### src/rtl/spf_pkg.sv
package spf_pkg;
   localparam int PORT_CNT = 3;
   // register offsets on the serial register port
   localparam logic [7:0] OFF_P1_CTRL_A = 8'h11;
   localparam logic [7:0] OFF_P1_CTRL_B = 8'h12;
   localparam logic [7:0] OFF_P2_CTRL_A = 8'h21;
   localparam logic [7:0] OFF_P2_CTRL_B = 8'h22;
   localparam logic [7:0] OFF_P3_CTRL_A = 8'h31;
   localparam logic [7:0] OFF_P3_CTRL_B = 8'h32;
   // control a fields
   localparam int A_SNIFFER = 7;
   localparam int A_RX_SNIFF = 6;
   localparam int A_TX_SNIFF = 5;
   localparam int A_DBL_TAG = 4;
   localparam int A_PRIO_CEIL = 3;
   localparam int A_MEMB_HI = 2;
   localparam int A_MEMB_LO = 0;
   // control b fields
   localparam int B_RSVD = 7;
   localparam int B_VLAN_FILT = 6;
   localparam int B_NON_PORT_DEFAULT_VLAN_ID_DROP = 5;
   localparam int B_FORCE_FC = 4;
   localparam int B_BACKPR = 3;
   localparam int B_TX_EN = 2;
   localparam int B_RX_EN = 1;
   localparam int B_LEARN_DIS = 0;
   // reset values; b bit 4 is replaced by the strap where one exists
   localparam logic [7:0] CTRL_A_RST = 8'h07;
   localparam logic [7:0] CTRL_B_RST = 8'h06;
   localparam logic [7:0] RDATA_IDLE = 8'h00;
   // default tag layout
   localparam int TAG_PRIO_HI = 15;
   localparam int TAG_PRIO_LO = 13;
   localparam int TAG_CFI = 12;
   localparam int TAG_VID_HI = 11;

   // offset of a port's control a (sel_b=0) or control b (sel_b=1)
   function automatic logic [7:0] reg_offset(input int port, input logic sel_b);
      case (port)
         0: reg_offset = sel_b ? OFF_P1_CTRL_B : OFF_P1_CTRL_A;
         1: reg_offset = sel_b ? OFF_P2_CTRL_B : OFF_P2_CTRL_A;
         2: reg_offset = sel_b ? OFF_P3_CTRL_B : OFF_P3_CTRL_A;
         default: reg_offset = 8'hff;
      endcase
   endfunction
endpackage

### src/rtl/spf_cfg_shadow.sv
`timescale 1ns/1ps
`default_nettype none
module spf_cfg_shadow
   import spf_pkg::*;
(
   input wire logic mclk,
   input wire logic rst_b,
   input wire logic frame_busy,
   input wire logic [7:0] live_a,
   input wire logic [7:0] live_b,
   output logic [7:0] act_a_r,
   output logic [7:0] act_b_r
);
   logic [7:0] act_a_nxt;
   logic [7:0] act_b_nxt;

   // settings reach the frame logic only between frames or in reset, so a frame
   // already in flight never sees a half-changed configuration
   always_comb begin
      act_a_nxt = act_a_r;
      act_b_nxt = act_b_r;
      if (!rst_b || !frame_busy) begin
         act_a_nxt = live_a;
         act_b_nxt = live_b;
      end
   end

   always_ff @(posedge mclk) begin
      act_a_r <= act_a_nxt;
      act_b_r <= act_b_nxt;
   end

   a_frame_hold: assert property (@(posedge mclk) disable iff (!rst_b)
      (frame_busy && $past(frame_busy)) |-> ($stable(act_a_r) && $stable(act_b_r)))
      else $error("active config changed inside a frame");
endmodule // spf_cfg_shadow
`default_nettype wire

### src/rtl/spf_ingress_check.sv
`timescale 1ns/1ps
`default_nettype none
module spf_ingress_check
   import spf_pkg::*;
#(
   parameter int PORT_IDX = 0
) (
   input wire logic mclk,
   input wire logic rst_b,
   input wire logic [7:0] act_a,
   input wire logic [7:0] act_b,
   input wire logic [15:0] default_tag,
   input wire logic [11:0] rx_vid,
   input wire logic [2:0] rx_prio,
   input wire logic [2:0] vlan_memb,
   output logic drop_r,
   output logic [2:0] prio_r
);
   logic drop_nxt;
   logic [2:0] prio_nxt;
   logic [2:0] tag_prio;

   // tag priority sits in the top three bits of the default tag
   assign tag_prio = default_tag[TAG_PRIO_HI:TAG_PRIO_LO];

   // drop and priority decision for the frame at ingress
   always_comb begin
      drop_nxt = !act_b[B_RX_EN];
      if (act_b[B_VLAN_FILT] && !vlan_memb[PORT_IDX]) drop_nxt = 1'b1;
      if (act_b[B_NON_PORT_DEFAULT_VLAN_ID_DROP] && rx_vid != default_tag[TAG_VID_HI:0]) begin
         drop_nxt = 1'b1;
      end
      prio_nxt = rx_prio;
      if (act_a[A_PRIO_CEIL] && rx_prio > tag_prio) prio_nxt = tag_prio;
      if (!rst_b) begin
         drop_nxt = 1'b0;
         prio_nxt = 3'h0;
      end
   end

   always_ff @(posedge mclk) begin
      drop_r <= drop_nxt;
      prio_r <= prio_nxt;
   end

   a_prio_ceil: assert property (@(posedge mclk) disable iff (!rst_b)
      act_a[A_PRIO_CEIL] |=> prio_r <= $past(tag_prio))
      else $error("priority above ceiling passed through");
   a_vlan_filt: assert property (@(posedge mclk) disable iff (!rst_b)
      (act_b[B_VLAN_FILT] && !vlan_memb[PORT_IDX]) |=> drop_r)
      else $error("frame outside vlan not dropped");
   a_port_default_vlan_id_drop: assert property (@(posedge mclk) disable iff (!rst_b)
      (!act_b[B_NON_PORT_DEFAULT_VLAN_ID_DROP] && !act_b[B_VLAN_FILT] && act_b[B_RX_EN]) |=> !drop_r)
      else $error("frame dropped with all filters off");
   a_port_default_vlan_id_mismatch: assert property (@(posedge mclk) disable iff (!rst_b)
      (act_b[B_NON_PORT_DEFAULT_VLAN_ID_DROP] && rx_vid != default_tag[TAG_VID_HI:0]) |=> drop_r)
      else $error("frame off default vid not dropped");
endmodule // spf_ingress_check
`default_nettype wire

### src/rtl/spf_forward_ctrl.sv
// Function
// sniffer bit makes port the mirror destination
// receive sniff mirrors all received frames
// transmit sniff mirrors all transmitted frames
// double tag adds ingress default tag always
// ceiling clamps frame priority to tag priority
// egress membership bits, reset all ones
// ingress vlan filter drops non-member frames
// drop frames whose vid differs from default
// force pause flow control; port three ignores
// ports one, two load force bit from strap
// back pressure enable, reset zero
// transmit enable, reset one
// receive enable, reset one
// learning disable stops source address learning
// software builds spanning tree states from bits
// host keeps reserved bit at zero
// control a per port at 11, 21, 31
// default tag: priority, canonical flag, vid
// changes apply only to frames starting later
`timescale 1ns/1ps
`default_nettype none
module spf_forward_ctrl
   import spf_pkg::*;
(
   input wire logic MCLK,
   input wire logic RST_B,
   input wire logic REG_WR,
   input wire logic REG_RD,
   input wire logic [7:0] REG_ADDR,
   input wire logic [7:0] REG_WDATA,
   output logic [7:0] REG_RDATA,
   output logic REG_RVALID,
   input wire logic PORT_ONE_FLOWCTL_STRAP,
   input wire logic PORT_TWO_FLOWCTL_STRAP,
   input wire logic [2:0] FRAME_BUSY,
   input wire logic [2:0] AN_PAUSE_OK,
   input wire logic [47:0] DEFAULT_TAG,
   input wire logic [35:0] RX_VID,
   input wire logic [8:0] RX_PRIO,
   input wire logic [8:0] VLAN_TBL_MEMB,
   input wire logic [2:0] EGRESS_SEL,
   output logic [2:0] SNIFFER_MASK,
   output logic [2:0] RX_MONITOR,
   output logic [2:0] TX_MONITOR,
   output logic [2:0] DOUBLE_TAG_EN,
   output logic [8:0] EGRESS_MEMBERSHIP,
   output logic [2:0] PAUSE_FC_EN,
   output logic [2:0] BACKPRESSURE_EN,
   output logic [2:0] TX_ENABLE,
   output logic [2:0] RX_ENABLE,
   output logic [2:0] LEARN_ENABLE,
   output logic [2:0] INGRESS_DROP,
   output logic [8:0] OUT_PRIO
);
   // software-visible copies, updated on register writes
   logic [7:0] ctrl_a_r [PORT_CNT];
   logic [7:0] ctrl_b_r [PORT_CNT];
   logic [7:0] ctrl_a_nxt [PORT_CNT];
   logic [7:0] ctrl_b_nxt [PORT_CNT];
   // copies that the frame logic actually uses
   logic [7:0] act_a [PORT_CNT];
   logic [7:0] act_b [PORT_CNT];
   // strap synchronisers
   logic [1:0] strap_s1_r;
   logic [1:0] strap_s2_r;
   logic [1:0] strap_s1_nxt;
   logic [1:0] strap_s2_nxt;
   // read path
   logic [7:0] rdata_r;
   logic [7:0] rdata_nxt;
   logic rvalid_r;
   logic rvalid_nxt;
   // registered control outputs
   logic [2:0] sniff_r;
   logic [2:0] rx_mon_r;
   logic [2:0] tx_mon_r;
   logic [2:0] dbl_r;
   logic [8:0] memb_r;
   logic [2:0] fc_r;
   logic [2:0] bp_r;
   logic [2:0] txen_r;
   logic [2:0] rxen_r;
   logic [2:0] learn_r;
   logic [2:0] sniff_nxt;
   logic [2:0] rx_mon_nxt;
   logic [2:0] tx_mon_nxt;
   logic [2:0] dbl_nxt;
   logic [8:0] memb_nxt;
   logic [2:0] fc_nxt;
   logic [2:0] bp_nxt;
   logic [2:0] txen_nxt;
   logic [2:0] rxen_nxt;
   logic [2:0] learn_nxt;

   // straps are pins, so two flops before anything looks at them
   always_comb begin
      strap_s1_nxt = {PORT_TWO_FLOWCTL_STRAP, PORT_ONE_FLOWCTL_STRAP};
      strap_s2_nxt = strap_s1_r;
   end

   always_ff @(posedge MCLK) begin
      strap_s1_r <= strap_s1_nxt;
      strap_s2_r <= strap_s2_nxt;
   end

   genvar p;
   generate
      for (p = 0; p < PORT_CNT; p++) begin : g_port
         // register writes; reset loads defaults, strap on ports one and two
         always_comb begin
            ctrl_a_nxt[p] = ctrl_a_r[p];
            ctrl_b_nxt[p] = ctrl_b_r[p];
            if (!RST_B) begin
               ctrl_a_nxt[p] = CTRL_A_RST;
               ctrl_b_nxt[p] = CTRL_B_RST;
               if (p < 2) begin
                  // the strap is resampled on every reset cycle, so the
                  // level seen just before release is the one kept
                  ctrl_b_nxt[p][B_FORCE_FC] = strap_s2_r[p];
               end
            end else if (REG_WR) begin
               if (REG_ADDR == reg_offset(p, 1'b0)) begin
                  ctrl_a_nxt[p] = REG_WDATA;
               end
               // reserved bit is stored as written; keeping it zero is software's job
               if (REG_ADDR == reg_offset(p, 1'b1)) begin
                  ctrl_b_nxt[p] = REG_WDATA;
               end
            end
         end

         always_ff @(posedge MCLK) begin
            ctrl_a_r[p] <= ctrl_a_nxt[p];
            ctrl_b_r[p] <= ctrl_b_nxt[p];
         end

         spf_cfg_shadow u_shadow (
            .mclk(MCLK),
            .rst_b(RST_B),
            .frame_busy(FRAME_BUSY[p]),
            .live_a(ctrl_a_r[p]),
            .live_b(ctrl_b_r[p]),
            .act_a_r(act_a[p]),
            .act_b_r(act_b[p])
         );

         spf_ingress_check #(
            .PORT_IDX(p)
         ) u_check (
            .mclk(MCLK),
            .rst_b(RST_B),
            .act_a(act_a[p]),
            .act_b(act_b[p]),
            .default_tag(DEFAULT_TAG[p*16 +: 16]),
            .rx_vid(RX_VID[p*12 +: 12]),
            .rx_prio(RX_PRIO[p*3 +: 3]),
            .vlan_memb(VLAN_TBL_MEMB[p*3 +: 3]),
            .drop_r(INGRESS_DROP[p]),
            .prio_r(OUT_PRIO[p*3 +: 3])
         );

         // per-port control decode from the active copy
         always_comb begin
            sniff_nxt[p] = act_a[p][A_SNIFFER];
            rx_mon_nxt[p] = act_a[p][A_RX_SNIFF];
            // a transmit-sniffed port marks only frames headed out on it
            tx_mon_nxt[p] = act_a[p][A_TX_SNIFF] && EGRESS_SEL[p];
            dbl_nxt[p] = act_a[p][A_DBL_TAG];
            memb_nxt[p*3 +: 3] = act_a[p][A_MEMB_HI:A_MEMB_LO];
            // port three has no force bit; pause follows negotiation only
            if (p < 2) begin
               fc_nxt[p] = act_b[p][B_FORCE_FC] || AN_PAUSE_OK[p];
            end else begin
               fc_nxt[p] = AN_PAUSE_OK[p];
            end
            bp_nxt[p] = act_b[p][B_BACKPR];
            txen_nxt[p] = act_b[p][B_TX_EN];
            rxen_nxt[p] = act_b[p][B_RX_EN];
            learn_nxt[p] = !act_b[p][B_LEARN_DIS];
         end

         // each output checked both ways, so a stuck-high or stuck-low flop is caught
         a_sniff_dest: assert property (@(posedge MCLK) disable iff (!RST_B)
            act_a[p][A_SNIFFER] |=> SNIFFER_MASK[p])
            else $error("sniffer port not flagged");
         a_sniff_clear: assert property (@(posedge MCLK) disable iff (!RST_B)
            !act_a[p][A_SNIFFER] |=> !SNIFFER_MASK[p])
            else $error("normal port flagged as sniffer");
         a_rx_mon: assert property (@(posedge MCLK) disable iff (!RST_B)
            $past(RST_B) |-> RX_MONITOR[p] == $past(act_a[p][A_RX_SNIFF]))
            else $error("receive monitor flag wrong");
         a_tx_mon: assert property (@(posedge MCLK) disable iff (!RST_B)
            !act_a[p][A_TX_SNIFF] |=> !TX_MONITOR[p])
            else $error("transmit monitor set while off");
         a_tx_mon_on: assert property (@(posedge MCLK) disable iff (!RST_B)
            (act_a[p][A_TX_SNIFF] && EGRESS_SEL[p]) |=> TX_MONITOR[p])
            else $error("transmitted frame not monitored");
         a_dbl_tag: assert property (@(posedge MCLK) disable iff (!RST_B)
            act_a[p][A_DBL_TAG] |=> DOUBLE_TAG_EN[p])
            else $error("double tag not enabled");
         a_dbl_off: assert property (@(posedge MCLK) disable iff (!RST_B)
            !act_a[p][A_DBL_TAG] |=> !DOUBLE_TAG_EN[p])
            else $error("double tag on while off");
         a_memb_reset: assert property (@(posedge MCLK)
            $rose(RST_B) |-> ctrl_a_r[p][A_MEMB_HI:A_MEMB_LO] == 3'h7)
            else $error("membership not all ones after reset");
         a_memb_out: assert property (@(posedge MCLK) disable iff (!RST_B)
            RST_B [*2] |-> EGRESS_MEMBERSHIP[p*3 +: 3] == $past(act_a[p][2:0]))
            else $error("egress membership mismatch");
         a_b_reset: assert property (@(posedge MCLK)
            $rose(RST_B) |-> ctrl_b_r[p][3:0] == 4'h6 && !ctrl_b_r[p][B_RSVD])
            else $error("control b reset value wrong");
         a_bp_on: assert property (@(posedge MCLK) disable iff (!RST_B)
            act_b[p][B_BACKPR] |=> BACKPRESSURE_EN[p])
            else $error("back pressure not enabled");
         a_back_press: assert property (@(posedge MCLK) disable iff (!RST_B)
            act_b[p][B_BACKPR] != $past(act_b[p][B_BACKPR])
            |=> BACKPRESSURE_EN[p] != $past(BACKPRESSURE_EN[p]))
            else $error("back pressure did not follow");
         a_tx_gate: assert property (@(posedge MCLK) disable iff (!RST_B)
            !act_b[p][B_TX_EN] |=> !TX_ENABLE[p])
            else $error("transmit not blocked");
         a_tx_open: assert property (@(posedge MCLK) disable iff (!RST_B)
            act_b[p][B_TX_EN] |=> TX_ENABLE[p])
            else $error("transmit not permitted");
         a_rx_gate: assert property (@(posedge MCLK) disable iff (!RST_B)
            !act_b[p][B_RX_EN] ##1 RST_B |-> !RX_ENABLE[p] && INGRESS_DROP[p])
            else $error("reception not blocked");
         a_rx_open: assert property (@(posedge MCLK) disable iff (!RST_B)
            act_b[p][B_RX_EN] |=> RX_ENABLE[p])
            else $error("reception not permitted");
         a_learn_off: assert property (@(posedge MCLK) disable iff (!RST_B)
            act_b[p][B_LEARN_DIS] |=> !LEARN_ENABLE[p])
            else $error("learning not disabled");
         a_learn_on: assert property (@(posedge MCLK) disable iff (!RST_B)
            !act_b[p][B_LEARN_DIS] |=> LEARN_ENABLE[p])
            else $error("learning not enabled");

         a_write_land: assert property (@(posedge MCLK) disable iff (!RST_B)
            (REG_WR && REG_ADDR == reg_offset(p, 1'b0)) |=> ctrl_a_r[p] == $past(REG_WDATA))
            else $error("control a write lost");
         a_write_b_land: assert property (@(posedge MCLK) disable iff (!RST_B)
            (REG_WR && REG_ADDR == reg_offset(p, 1'b1)) |=> ctrl_b_r[p] == $past(REG_WDATA))
            else $error("control b write lost");
         a_idle_apply: assert property (@(posedge MCLK) disable iff (!RST_B)
            (REG_WR && REG_ADDR == reg_offset(p, 1'b1)) ##1 !FRAME_BUSY[p]
            |=> act_b[p] == $past(ctrl_b_r[p]))
            else $error("idle port did not take new setting");
         // pause: forced bit or negotiation on ports one and two, negotiation only on three
         if (p < 2) begin : g_strap
            a_strap_load: assert property (@(posedge MCLK)
               $rose(RST_B) |-> ctrl_b_r[p][B_FORCE_FC] == $past(strap_s2_r[p]))
               else $error("force flow bit not loaded from strap");
            a_force_fc: assert property (@(posedge MCLK) disable iff (!RST_B)
               act_b[p][B_FORCE_FC] |=> PAUSE_FC_EN[p])
               else $error("forced pause not enabled");
            a_fc_follow: assert property (@(posedge MCLK) disable iff (!RST_B)
               (!act_b[p][B_FORCE_FC] && !AN_PAUSE_OK[p]) |=> !PAUSE_FC_EN[p])
               else $error("pause on without force or negotiation");
         end else begin : g_nostrap
            a_fc_an_only: assert property (@(posedge MCLK) disable iff (!RST_B)
               !AN_PAUSE_OK[p] |=> !PAUSE_FC_EN[p])
               else $error("port three pause without negotiation");
            a_fc_an_on: assert property (@(posedge MCLK) disable iff (!RST_B)
               AN_PAUSE_OK[p] |=> PAUSE_FC_EN[p])
               else $error("port three pause not following negotiation");
         end
      end
   endgenerate

   // control outputs are registered; reset shows the default setting, except pause, which reset holds off whatever the straps
   always_ff @(posedge MCLK) begin
      if (!RST_B) begin
         sniff_r <= 3'h0;
         rx_mon_r <= 3'h0;
         tx_mon_r <= 3'h0;
         dbl_r <= 3'h0;
         memb_r <= 9'h1ff;
         fc_r <= 3'h0;
         bp_r <= 3'h0;
         txen_r <= 3'h7;
         rxen_r <= 3'h7;
         learn_r <= 3'h7;
      end else begin
         sniff_r <= sniff_nxt;
         rx_mon_r <= rx_mon_nxt;
         tx_mon_r <= tx_mon_nxt;
         dbl_r <= dbl_nxt;
         memb_r <= memb_nxt;
         fc_r <= fc_nxt;
         bp_r <= bp_nxt;
         txen_r <= txen_nxt;
         rxen_r <= rxen_nxt;
         learn_r <= learn_nxt;
      end
   end

   assign SNIFFER_MASK = sniff_r;
   assign RX_MONITOR = rx_mon_r;
   assign TX_MONITOR = tx_mon_r;
   assign DOUBLE_TAG_EN = dbl_r;
   assign EGRESS_MEMBERSHIP = memb_r;
   assign PAUSE_FC_EN = fc_r;
   assign BACKPRESSURE_EN = bp_r;
   assign TX_ENABLE = txen_r;
   assign RX_ENABLE = rxen_r;
   assign LEARN_ENABLE = learn_r;

   // read returns the software copy one cycle after the strobe;
   // unmapped offsets read as zero so probing is harmless
   always_comb begin
      rdata_nxt = RDATA_IDLE;
      rvalid_nxt = REG_RD && RST_B;
      for (int i = 0; i < PORT_CNT; i++) begin
         if (REG_ADDR == reg_offset(i, 1'b0)) rdata_nxt = ctrl_a_r[i];
         if (REG_ADDR == reg_offset(i, 1'b1)) rdata_nxt = ctrl_b_r[i];
      end
      if (!REG_RD || !RST_B) rdata_nxt = RDATA_IDLE;
   end

   always_ff @(posedge MCLK) begin
      rdata_r <= rdata_nxt;
      rvalid_r <= rvalid_nxt;
   end

   assign REG_RDATA = rdata_r;
   assign REG_RVALID = rvalid_r;

   // an idle read port must stay quiet, or a host could take stale data
   a_read_back: assert property (@(posedge MCLK) disable iff (!RST_B)
      (REG_RD && !REG_WR && REG_ADDR == OFF_P1_CTRL_A) |=> REG_RVALID && REG_RDATA == ctrl_a_r[0])
      else $error("control a read back wrong");
   a_read_p3: assert property (@(posedge MCLK) disable iff (!RST_B)
      (REG_RD && !REG_WR && REG_ADDR == OFF_P3_CTRL_A) |=> REG_RVALID && REG_RDATA == ctrl_a_r[2])
      else $error("port three control a read back wrong");
   a_read_quiet: assert property (@(posedge MCLK) disable iff (!RST_B)
      !REG_RD |=> !REG_RVALID && REG_RDATA == RDATA_IDLE)
      else $error("read port not quiet without a read");
endmodule // spf_forward_ctrl
`default_nettype wire

### config.mk
export PLATFORM = sky130hd
export DESIGN_NAME = spf_forward_ctrl
export DESIGN_NICKNAME = d
export VERILOG_FILES = /design/src/rtl/spf_pkg.sv /design/src/rtl/spf_cfg_shadow.sv /design/src/rtl/spf_ingress_check.sv /design/src/rtl/spf_forward_ctrl.sv
export SDC_FILE = /design/constraint.sdc
export NUM_CORES = 1
export LEC_CHECK = 0
export BUFFER_PORTS_ARGS = -buffer_cell sky130_fd_sc_hd__clkbuf_2
export CAP_MARGIN = 40
export CELL_PAD_IN_SITES_DETAIL_PLACEMENT = 0
export CELL_PAD_IN_SITES_GLOBAL_PLACEMENT = 1
export CORE_ASPECT_RATIO = 0.8
export CORE_MARGIN = 1
export CORE_UTILIZATION = 35
export CTS_CLUSTER_DIAMETER = 80
export CTS_CLUSTER_SIZE = 28
export DETAILED_ROUTE_END_ITERATION = 7
export PLACE_DENSITY_LB_ADDON = 0.05
export SETUP_SLACK_MARGIN = 0.15
export SYNTH_ARGS = -nofsm -noshare
export SYNTH_HDL_FRONTEND = slang
export SYNTH_SLANG_ARGS = --single-unit
### constraint.sdc
create_clock -name MCLK -period 1.6 [get_ports MCLK]
set_input_delay 0.16 -clock MCLK [delete_from_list [all_inputs] [get_ports MCLK]]
set_output_delay 0.16 -clock MCLK [all_outputs]
set_load 0.005 [all_outputs]
-- Word level (Yosys, flattened, before mapping)
Memories as Yosys holds them, arrays and structs flattened.
Index checks and enable logic that the tools add are counted.
- add/sub/neg operators: 0
- multiply operators: 0
- divide/modulo/power cells: 0
- $lt $le $gt $ge: 3
- equal/unequal tests: 9
- shift-type cells: 0
- mux-type cells: 33
- bitwise operators: 0
- reductions and logical operators: 33
- operators by type and width (operator ; count):
    $mux 8 ; 24
    $ne 12x12->1 ; 3
    $eq 8x6->1 const B ; 4
    $eq 8x5->1 const B ; 2
    $logic_not 1->1 ; 14
    $logic_and 1x1->1 ; 13
    $gt 3x3->1 ; 3
    $mux 3 ; 3
    $logic_or 1x1->1 ; 6
    $mux 1 ; 6
- register bits after elaboration: 106
- bits in latches: 0
- bits in writable memories: 48
- ROM bits: 0
- bits of input ports: 133
- output and inout bits: 57
- memories kept: 2
- memories (memory ; depth ; width ; read ports ; clocked after Yosys merged registers in ; wr ports ; RTL line ; text):
    ctrl_a_r ; 3 ; 8 ; 3 ; 0 ; 3 ; spf_forward_ctrl.sv:57 ; logic [7:0] ctrl_a_r [PORT_CNT];
    ctrl_b_r ; 3 ; 8 ; 3 ; 0 ; 3 ; spf_forward_ctrl.sv:58 ; logic [7:0] ctrl_b_r [PORT_CNT];

-- Logic depth before layout (Yosys ltp)
Gate-level depths: netlist (run 1).
- word-level depth: 7
- gate-level depth with buffers: 8
- gate-level depth less buffers: 7

-- By module
Synthesis (run 1) repeated with hierarchy kept, for this count alone.
- cells, all modules: 552
- area total of the unflattened synthesis: 6314.8 um^2
- modules (own cells, without submodules) (module ; times used ; cells each ; area an instance (um^2) ; sequential area each (um^2)):
    spf_forward_ctrl ; 1 ; 366 ; 3721.1 ; 1961.9
    spf_cfg_shadow ; 3 ; 17 ; 484.2 ; 480.5
    spf_ingress_check ; 3 ; 45 ; 380.4 ; 80.1

-- Worst setup path before layout (run 1)
OpenSTA, ideal clock, no wires.
- path type: input -> register
- start: input REG_ADDR[0]
- end: memory ctrl_b_r[0][4], enable pin
- arrival time: 1262 ps
- data required time: 1304 ps
- slack: 42 ps
- stages on the path: 6
- buffers on the path: 2
- path through: nor4b_1 -> and3_1 -> buf_2 -> buf_4 -> nand2_1 -> nand2_1
- RTL lines (element ; RTL line ; text):
    start: declaration ; spf_forward_ctrl.sv:30 ; input wire logic [7:0] REG_ADDR,
    end: declaration ; spf_forward_ctrl.sv:58 ;

-- Final worst setup path (run 1)
- start: input DEFAULT_TAG[29]
- end: register g_port[1].u_check.prio_r[2]
- word-level cells in the longest chain between the ends: 3
- RTL lines (element ; RTL line ; text):
    start: declaration ; spf_forward_ctrl.sv:38 ; input wire logic [47:0] DEFAULT_TAG,
    $gt 3x3->1 ; spf_ingress_check.sv:34 ; if (act_a[A_PRIO_CEIL] && rx_prio > tag_prio) prio_nxt = tag_prio;
    $logic_and 1x1->1 ; spf_ingress_check.sv:34 ;
    $mux 3 ; spf_ingress_check.sv:34 ;
    end signal: assignment ; spf_ingress_check.sv:43 ; prio_r <= prio_nxt;
    end: declaration ; spf_ingress_check.sv:17 ; output logic [2:0] prio_r
Every way passes these cells.
A chain may end at the register's enable or synchronous reset.

==> results of run 1 <==
-- state kept, by name (all words and copies together), names as in the netlist, 8 cells and up --
register / count
REG_RDATA: 8
g_port.u_check.prio_r: 9
ctrl_b_r: 24
g_port.u_shadow.act_b_r: 20
ctrl_a_r: 24
EGRESS_MEMBERSHIP: 9
g_port.u_shadow.act_a_r: 24
-- through the flow --
stage	setup slack, ns	utilization (%)
after floorplan	0.111	-
after global placement	-0.115	43.9
after detailed placement	-0.149	43.9
after CTS	0.169	48.7
after global routing	0.154	48.9
final	0.208	48.9
-- worst max-delay path, stage by stage --
cell           delay (ns)
dlygate4sd3_1        0.52
buf_2                0.13
ha_2                 0.27
nand3_2              0.07
nand2_1              0.06
a21oi_2              0.10
buf_4                0.14
mux2i_1              0.20
nor2_1               0.05
-- synth_stat cells (9+ instances only) --
cell	number	share of area (%)
dfxtp_1	107	36
inv_1	13	0.82
edfxtp_1	46	23
nand4_1	10	1.1
ha_1	9	1.9
and2_1	15	1.6
nor2_1	35	2.2
o21ai_0	19	1.6
nand2_1	47	3.0
nand2b_1	18	1.9
xnor2_1	36	5.3
a21oi_1	29	2.5
nand3_1	22	1.9
clkbuf_1	15	0.95
mux2i_1	41	6.9
-- layer usage --
layer	GRT usage, %	up-vias
li1	-	2293
met1	24.2	2142
met5	0	-
met3	4.36	6
met4	6.19	0
met2	28.6	123
-- cell type report --
class	count	share of cell area (%)
repair buffers	238	17.8
multi-input cells	333	28.0
well taps	220	3.40
inverters	13	0.603
clock buffers	20	5.39
flip-flops and latches	153	43.5
clock inverters	12	1.28
-- cell families after synthesis --
logic type / share of synthesized area (%)
mux: 6.94
simple gates: 14.6
flops: 59.5
buf+inv: 3.09
fa+ha+maj: 1.90
xor+xnor: 5.33
compound gates: 8.61
-- power by group through the flow --
| stage | clock [W] | combinational [W] | sequential [W] |
|---|---|---|---|
| floorplan | 0 | 0.000282 | 0.00418 |
| global placement | 0 | 0.000610 | 0.00418 |
| detailed placement | 0 | 0.000624 | 0.00418 |
| CTS | 0.00380 | 0.000676 | 0.00409 |
| global route | 0.00396 | 0.000747 | 0.00410 |
| finish | 0.00369 | 0.000680 | 0.00409 |
-- worst max-delay path by stage --
stage,endpoint,start,cells past startpoint,slack [ns]
finish,g_port[1].u_check.prio_r[2]$_SDFF_PN0_,DEFAULT_TAG[29],9,0.21
global route,g_port[1].u_check.prio_r[2]$_SDFF_PN0_,DEFAULT_TAG[31],10,0.15
CTS,g_port[1].u_check.prio_r[1]$_SDFF_PN0_,DEFAULT_TAG[31],10,0.17
detailed placement,REG_RDATA[5]$_SDFF_PN0_,REG_ADDR[3],6,-0.15
global placement,ctrl_a_r[0][2]$_SDFFE_PN1P_,REG_ADDR[1],8,-0.11
floorplan,ctrl_b_r[0][12]$_DFFE_PP_,REG_ADDR[6],6,0.11
-- repair_timing --
action / in CTS / in global routing
hold buffers: 26 / 0
endpoints found under the setup margin: 0 / 3
resized for setup: 0 / 11
endpoints found under the hold margin: 18 / 0
==> flow_summary.ini, run 1 <==
[routing]
drt-met1-wl_um = 7110
wl_met3_um = 672
num_vias = 4564
antenna_left = 0
met2_length_um = 7100
drc = 0
wirelength_um = 15000
drt-pass1-iter-count = 4
post_drt_wl_per_cell_um = 15.1
viasPerCell = 4.61
drt-initial-drc-count = 286
top_layer = met4

[logic_synthesis]
synth-main-ff-cell = dfxtp_1
yosysSeqAreaShare_pct = 59.5
syn-mean-instance-area_um2 = 11.2
netlist_area_mm2 = 0.00592
ys_ff_latch = 153
synth_nets = 668
ys_warn_count = 0
synth.distinct_cells = 35
synth_cells = 526
async_flop_share_pct = 0
synth_enable_flop_cells = 46

[critical_path]
crit_path_end_kind = register
cp_max_fo = 3
path_class = input port to register
required_ns = 1.92
timing.rr.start = g_port[0].u_shadow.act_a_r[3]$_DFFE_PP_
r2r.worst_path.cells = 4
r2r_end = g_port[0].u_check.prio_r[1]$_SDFF_PN0_
r2r_setup_slack_ns = 0.45
critPathLaunchType = input port
worstPathArrival_ns = 1.71

[timing]
slew_headroom_pct = 70.3
maxSlewViolCount = 0
worst_pin_slew_ns = 0.445
rsz0062_at_grt = false
fmax_mhz = 718
finalCriticalPeriod_ns = 1.39
hold_ws_ns = 0.0222
fin_worst_skew_ns = 0.00932
setup_violations = 0
hold_violations = 0
finalCritPeriodShare_pct = 87.0
setup_tns_ns = 0

[clock_network]
cts_made_buffers = 17
cts_root_buf = clkbuf_16
clk_path_buf_depth = 2
cts_tree = built
clk_pin_slew_ns = 0.06
clk_latency_ns = 0.43
post-cts-setup-buffers = 0
htreeDepth = 4
cts_sinks = 153

[floorplan]
floorplan.rows = 42
die_h_um = 118
die_area_mm2 = 0.0174
die_w_um = 147
start_util_pct = 35.7
io_pins = 190
core-area_mm2 = 0.0166

[cells_and_area]
finish.instance_area_mm2 = 0.00809
multiInputGateArea_mm2 = 0.00226
regArea_mm2 = 0.00352
final_cell_mix = clkbuf_2 (178), dfxtp_1 (107), nand2_1 (46), edfxtp_1 (46), mux2i_1 (40)
area_delta_synth_final_pct = 36.8
fill_cells = 1568
drive_gt1_share_pct = 33.8
layout.cells.non_filler = 989
nets = 898
diodes = 0
final_common_cell = clkbuf_2

[pwr]
ir_drop_mv = 0.612
p_seq_share_pct = 48.4
intPower_w = 0.00655
power.total_w = 0.00846
power.share.clock_pct = 43.6
p_sw_w = 0.00191
p_leak_nw = 3.63
p_sw_share_pct = 22.6
power_frac_comb_pct = 8.0
powerDensity_mw_per_mm2 = 1050

[grt]
track_usage_pct = 18.1
grt_antenna_before_repair = 0
overflow = 0
grt_pass1_vias = 4394
grt_pass1_wl_um = 23600
grt_max_degree = 32

[place]
dpl_cell_area_mm2 = 0.00726
dp_hpwl_um = 10700
port_buffers = 180
dpl.cell_count = 931
gp_routability_congestion = 0.868

[outcome]
status = complete, no violations

[worst_hold_path]
whs_path_depth = 3
worstHoldStart = VLAN_TBL_MEMB[4]
hold_end = g_port[1].u_check.drop_r$_SDFF_PN0_
hp-class = input port to register

[run]
drv_cap = 0
(Power assumes the default switching activity.)
==> inputs of run 2 (changes only) <==
--- a/config.mk
+++ b/config.mk
@@ -9,7 +9,7 @@
 export CAP_MARGIN = 40
 export CELL_PAD_IN_SITES_DETAIL_PLACEMENT = 0
 export CELL_PAD_IN_SITES_GLOBAL_PLACEMENT = 1
-export CORE_ASPECT_RATIO = 0.8
+export CORE_ASPECT_RATIO = 1.2
 export CORE_MARGIN = 1
 export CORE_UTILIZATION = 35
 export CTS_CLUSTER_DIAMETER = 80
==> run 2 against run 1 <==
Sequential share of layout area fell by 0.12 points. Total power rose by 4.1%. Clock-buffer cell count fell by 2. Core utilization rose by 0.60 points. Via count rose by 0.46%. Cell count fell by 0.91%. Clock power rose by 9.8%. Sequential cell count did not move. Sequential power barely moved. Critical endpoint is now REG_RDATA[4]$_SDFF_PN0_. Highest routed layer unchanged.
==> flow_summary.ini, run 2 (synthesis gave the netlist of run 1 again) <==
[outcome]
status = complete, no violations

[cells_and_area]
final_cell_mix = clkbuf_2 (178), dfxtp_1 (107), edfxtp_1 (46)
regArea_mm2 = 0.00352
area_delta_synth_final_pct = 37.2
reg_top3 = ctrl_a_r (24), ctrl_b_r (24), g_port.u_shadow.act_a_r (24)
fill_cells = 1511
drive_gt1_share_pct = 34.4
finish.instance_area_mm2 = 0.00812
multiInputGateArea_mm2 = 0.00226
final_common_cell = clkbuf_2
nets = 897
diodes = 0

[clock_network]
cts_root_buf = clkbuf_16
clk_latency_ns = 0.42
clk_pin_slew_ns = 0.06
cts_tree = built
htreeDepth = 4
cts_sinks = 153
clk_path_buf_depth = 2
cts_made_buffers = 17

[routing]
drc = 0
wl_met3_um = 802
drt-met1-wl_um = 6590
met2_length_um = 7380
post_drt_wl_per_cell_um = 15.3
top_layer = met4
drt-pass1-iter-count = 6
wirelength_um = 15000
drt-initial-drc-count = 241
antenna_left = 0
num_vias = 4585
viasPerCell = 4.68

[critical_path]
path_class = input port to register
max_stage_delay_ns = 0.57
r2r.worst_path.cells = 4
timing.rr.start = g_port[0].u_shadow.act_a_r[3]$_DFFE_PP_
crit_path_end_kind = register
cp_max_fo = 8
worstPathArrival_ns = 1.63
critPathLaunchType = input port
slowest_stage = or4b_4
r2r_end = g_port[0].u_check.prio_r[2]$_SDFF_PN0_
path_cells = clkbuf_2 -> or4b_4 -> nor3_4 -> a22oi_1 -> a21oi_1 -> o221a_2
required_ns = 1.96
r2r_setup_slack_ns = 0.44

[floorplan]
die_h_um = 144
start_util_pct = 36.1
die_w_um = 121
io_pins = 190
floorplan.rows = 51
die_area_mm2 = 0.0174
core-area_mm2 = 0.0164

[grt]
track_usage_pct = 17.9
grt_pass1_wl_um = 22800
grt_antenna_before_repair = 0
grt_pass1_vias = 4422
grt_max_degree = 30
overflow = 0

[pwr]
power_frac_comb_pct = 7.6
p_sw_share_pct = 22.0
p_sw_w = 0.00194
ir_drop_mv = 0.806
power.share.clock_pct = 46.0
p_leak_nw = 3.66
intPower_w = 0.00687
powerDensity_mw_per_mm2 = 1090
p_seq_share_pct = 46.5

[timing]
fmax_mhz = 789
maxSlewViolCount = 0
setup_tns_ns = 0
slew_headroom_pct = 72.4
finalCritPeriodShare_pct = 79.2
rsz0062_at_grt = false
setup_violations = 0
fin_worst_skew_ns = 0.0144
finalCriticalPeriod_ns = 1.27
hold_violations = 0
worst_pin_slew_ns = 0.414

[place]
gp_routability_congestion = 0.886
port_buffers = 180
dpl_cell_area_mm2 = 0.00727
dp_hpwl_um = 11100

[worst_hold_path]
hold_end = g_port[2].u_check.drop_r$_SDFF_PN0_
whs_path_depth = 3
hp-class = input port to register
worstHoldStart = VLAN_TBL_MEMB[8]

[run]
drv_cap = 0
==> run 2: worst max-delay path by stage <==
stage | slack, ns | end | start | cells past startpoint
floorplan | 0.11 | ctrl_b_r[0][12]$_DFFE_PP_ | REG_ADDR[6] | 6
global placement | -0.03 | REG_RDATA[6]$_SDFF_PN0_ | REG_ADDR[1] | 6
detailed placement | -0.09 | REG_RDATA[4]$_SDFF_PN0_ | REG_ADDR[1] | 6
CTS | 0.19 | g_port[1].u_check.prio_r[2]$_SDFF_PN0_ | RX_PRIO[3] | 10
global route | 0.22 | REG_RDATA[0]$_SDFF_PN0_ | REG_ADDR[1] | 6
finish | 0.33 | REG_RDATA[4]$_SDFF_PN0_ | REG_ADDR[1] | 6
==> run 2: area by class of cell <==
cell class,instances,area share [%]
clock inverters,14,2.14
inverters,13,0.601
well taps,212,3.27
clock buffers,18,5.29
flip-flops and latches,153,43.4
repair buffers,237,17.5
multi-input cells,333,27.8
==> run 2: per-layer routing <==
metal	up-vias	global-route usage, %
met4	0	7.21
met2	154	30.5
li1	2301	-
met1	2116	21.4
met5	-	0
met3	14	4.89
==> run 2: repair_timing <==
action | 4_1_cts | 5_1_grt
resized for setup | 0 | 11
endpoints found under the hold margin | 15 | 1
setup buffers | 0 | 0
endpoints found under the setup margin | 0 | 3
hold buffers | 20 | 1
==> run 2: power groups by stage <==
stage          registers (W)  logic [W]  clock network [W]
6_report             0.00409   0.000666            0.00405
5_1_grt              0.00410   0.000741            0.00432
4_1_cts              0.00409   0.000664            0.00415
3_5_place_dp         0.00418   0.000623                  0
3_3_place_gp         0.00418   0.000609                  0
2_1_floorplan        0.00418   0.000282                  0
==> run 2: metrics by stage <==
| stage | cells | total power [W] | util (%) | hold WS (ns) | setup slack (ns) |
|---|---|---|---|---|---|
| after floorplan | 526 | 0.00446 | - | 0.188 | 0.111 |
| after global placement | 927 | 0.00478 | 44.3 | 0.265 | -0.0272 |
| after detailed placement | 927 | 0.00480 | 44.3 | 0.266 | -0.0867 |
| after CTS | 979 | 0.00891 | 49.2 | 0.00322 | 0.188 |
| after global routing | 980 | 0.00916 | 49.5 | 0.0200 | 0.221 |
| final | 980 | 0.00881 | 49.5 | 0.0203 | 0.332 |
==> run 2: worst max-delay path: cells and delay by family <==
| family | cells | cell delay [ns] |
|---|---|---|
| buffers and inverters | 1 | 0.11 |
| and+or+nand+nor | 2 | 0.87 |
| AOI/OAI and AO/OA | 3 | 0.49 |
==> inputs of run 3 (changes only) <==
==> constraint.sdc (replaced) <==
create_clock -name MCLK -period 1.11 [get_ports MCLK]
set_input_delay 0.111 -clock MCLK [delete_from_list [all_inputs] [get_ports MCLK]]
set_output_delay 0.111 -clock MCLK [all_outputs]
set_load 0.005 [all_outputs]
==> run 3 against run 2 <==
Hold slack better by 0.0084 ns. Sequential cell count unchanged. Register-to-register slack got worse by 0.42 ns. Clock power rose by 32%. Highest routed layer unchanged. Total power is 40% higher. Core utilization increased by 2.9 points. The flow now finishes with violations (setup timing).
==> flow_summary.ini, run 3 (synthesis gave the netlist of run 1 again) <==
[routing]
num_vias = 4701
viasPerCell = 4.75
drt-initial-drc-count = 154
antenna_left = 0
post_drt_wl_per_cell_um = 15.4
wirelength_um = 15200
drc = 0
drt-pass1-iter-count = 4

[place]
dpl.cell_count = 930
gp_routability_congestion = 0.873
pre_cts_slack_ns = -0.601
port_buffers = 180
dp_hpwl_um = 11300
dpl_cell_area_mm2 = 0.00744

[cells_and_area]
finish.instance_area_mm2 = 0.00859
reg_top3 = ctrl_a_r (24), ctrl_b_r (24), g_port.u_shadow.act_a_r (24)
final_common_cell = clkbuf_2
diodes = 0
drive_gt1_share_pct = 42.5
post-route-util_pct = 52.4
fill_cells = 1486
area_delta_synth_final_pct = 45.1
nets = 907
layout.cells.non_filler = 990
final_cell_mix = clkbuf_2 (150), dfxtp_1 (79), edfxtp_1 (46)

[timing]
hold_violations = 0
fin_worst_skew_ns = 0.00863
finalCriticalPeriod_ns = 1.18
finalCritPeriodShare_pct = 106
fmax_mhz = 850
slew_headroom_pct = 62.2
rsz0062_at_grt = true
maxSlewViolCount = 0
layout_setup_ws_ns = -0.0659
setup_violations = 8
worst_pin_slew_ns = 0.566
hold_ws_ns = 0.0287

[floorplan]
start_util_pct = 36.1
floorplan.rows = 51
die_h_um = 144
io_pins = 190
die_area_mm2 = 0.0174
core-area_mm2 = 0.0164
die_w_um = 121

[worst_hold_path]
whs_path_depth = 3
hold_end = g_port[0].u_check.prio_r[1]$_SDFF_PN0_
hp-class = input port to register
worstHoldStart = RX_PRIO[1]

[clock_network]
htreeDepth = 4
cts_sinks = 153
cts_root_buf = clkbuf_16
clk_pin_slew_ns = 0.06
clk_latency_ns = 0.42
cts_tree = built
clk_path_buf_depth = 2
cts_made_buffers = 17

[critical_path]
worstPathArrival_ns = 1.54
path_class = input port to register
cp_max_fo = 7
timing.rr.start = ctrl_a_r[0][2]$_SDFFE_PN1P_
path_cells = buf_8 -> or4b_4 -> nor3_4 -> buf_6 -> a22oi_2 -> a21oi_2 -> o221a_1
slowest_stage = or4b_4
r2r_end = REG_RDATA[2]$_SDFF_PN0_
r2r_setup_slack_ns = 0.02
max_stage_delay_ns = 0.58
crit_path_end_kind = register
r2r.worst_path.cells = 4
critPathLaunchType = input port
required_ns = 1.48

[run]
drv_cap = 0

[grt]
grt_max_degree = 30
overflow = 0
track_usage_pct = 18.3
grt_pass1_vias = 4603
grt_antenna_before_repair = 0
grt_pass1_wl_um = 23600

[pwr]
p_leak_nw = 3.77
ir_drop_mv = 1.00
powerDensity_mw_per_mm2 = 1440

[outcome]
failed_checks = setup timing
status = complete, but fails checks
==> run 3: changes by cell type in the layout (fill, tap and decap cells not counted), moves of 9 or more <==
| cell | delta |
|---|---|
| dfxtp_2 | +28 |
| clkbuf_2 | -28 |
| a21oi_1 | -9 |
| buf_2 | +17 |
| buf_6 | +18 |
| dfxtp_1 | -28 |
==> run 3: worst max-delay path: cells and delay by family <==
kind | cells | cell delay, ns
AO/OA/AOI/OAI | 3 | 0.43
buffers and inverters | 2 | 0.26
AND/OR/NAND/NOR | 2 | 0.74
==> run 3: repair_timing <==
action | in CTS | in global routing
hold buffers | 25 | 0
setup buffers | 1 | 1
resized for setup | 42 | 72
pin swaps | 14 | 17
cloned | 1 | 0
setup endpoints to repair | 86 | 118
hold endpoints to repair | 19 | 0
==> run 3: metrics by stage <==
| step | total power, W | setup TNS (ns) |
|---|---|---|
| floorplan | 0.00646 | -9.55 |
| global placement | 0.00697 | -21.03 |
| detailed placement | 0.00699 | -22.61 |
| CTS | 0.0125 | -0.792 |
| global route | 0.0129 | -0.500 |
| finish | 0.0124 | -0.262 |
==> run 3: worst max path at each step <==
stage	start	end	slack, ns	depth (start not counted)
5_1_grt	REG_ADDR[2]	REG_RDATA[6]$_SDFF_PN0_	-0.09	7
3_3_place_gp	REG_ADDR[3]	REG_RDATA[6]$_SDFF_PN0_	-0.54	6
6_report	REG_ADDR[2]	REG_RDATA[6]$_SDFF_PN0_	-0.07	7
3_5_place_dp	REG_ADDR[3]	REG_RDATA[2]$_SDFF_PN0_	-0.60	6
4_1_cts	REG_ADDR[3]	REG_RDATA[6]$_SDFF_PN0_	-0.11	7
2_1_floorplan	REG_ADDR[1]	REG_RDATA[4]$_SDFF_PN0_	-0.32	6
==> run 3: power breakdown <==
group / switching (W) / internal (W) / leakage (nW)
logic: 0.000524 / 0.000580 / 2.17
clock network: 0.00238 / 0.00298 / 0.277
registers: 0.0000351 / 0.00587 / 1.33
==> run 3: layout make-up <==
class | count | area, um^2 | area share, %
Clock buffer | 19 | 443 | 5.16
Timing Repair Buffer | 247 | 1680 | 19.5
Tap cell | 212 | 265 | 3.09
Inverter | 13 | 71.3 | 0.831
Multi-Input combinational cell | 333 | 2460 | 28.7
Clock inverter | 13 | 108 | 1.25
Sequential cell | 153 | 3560 | 41.4
==> run 3: layer usage <==
metal	track usage, %	vias to the layer above	share of wire, %
li1	-	2319	-
met1	21.4	2207	42
met2	32.2	153	50
met3	4.02	22	5.5
met4	7.86	0	2.2
met5	0	-	0
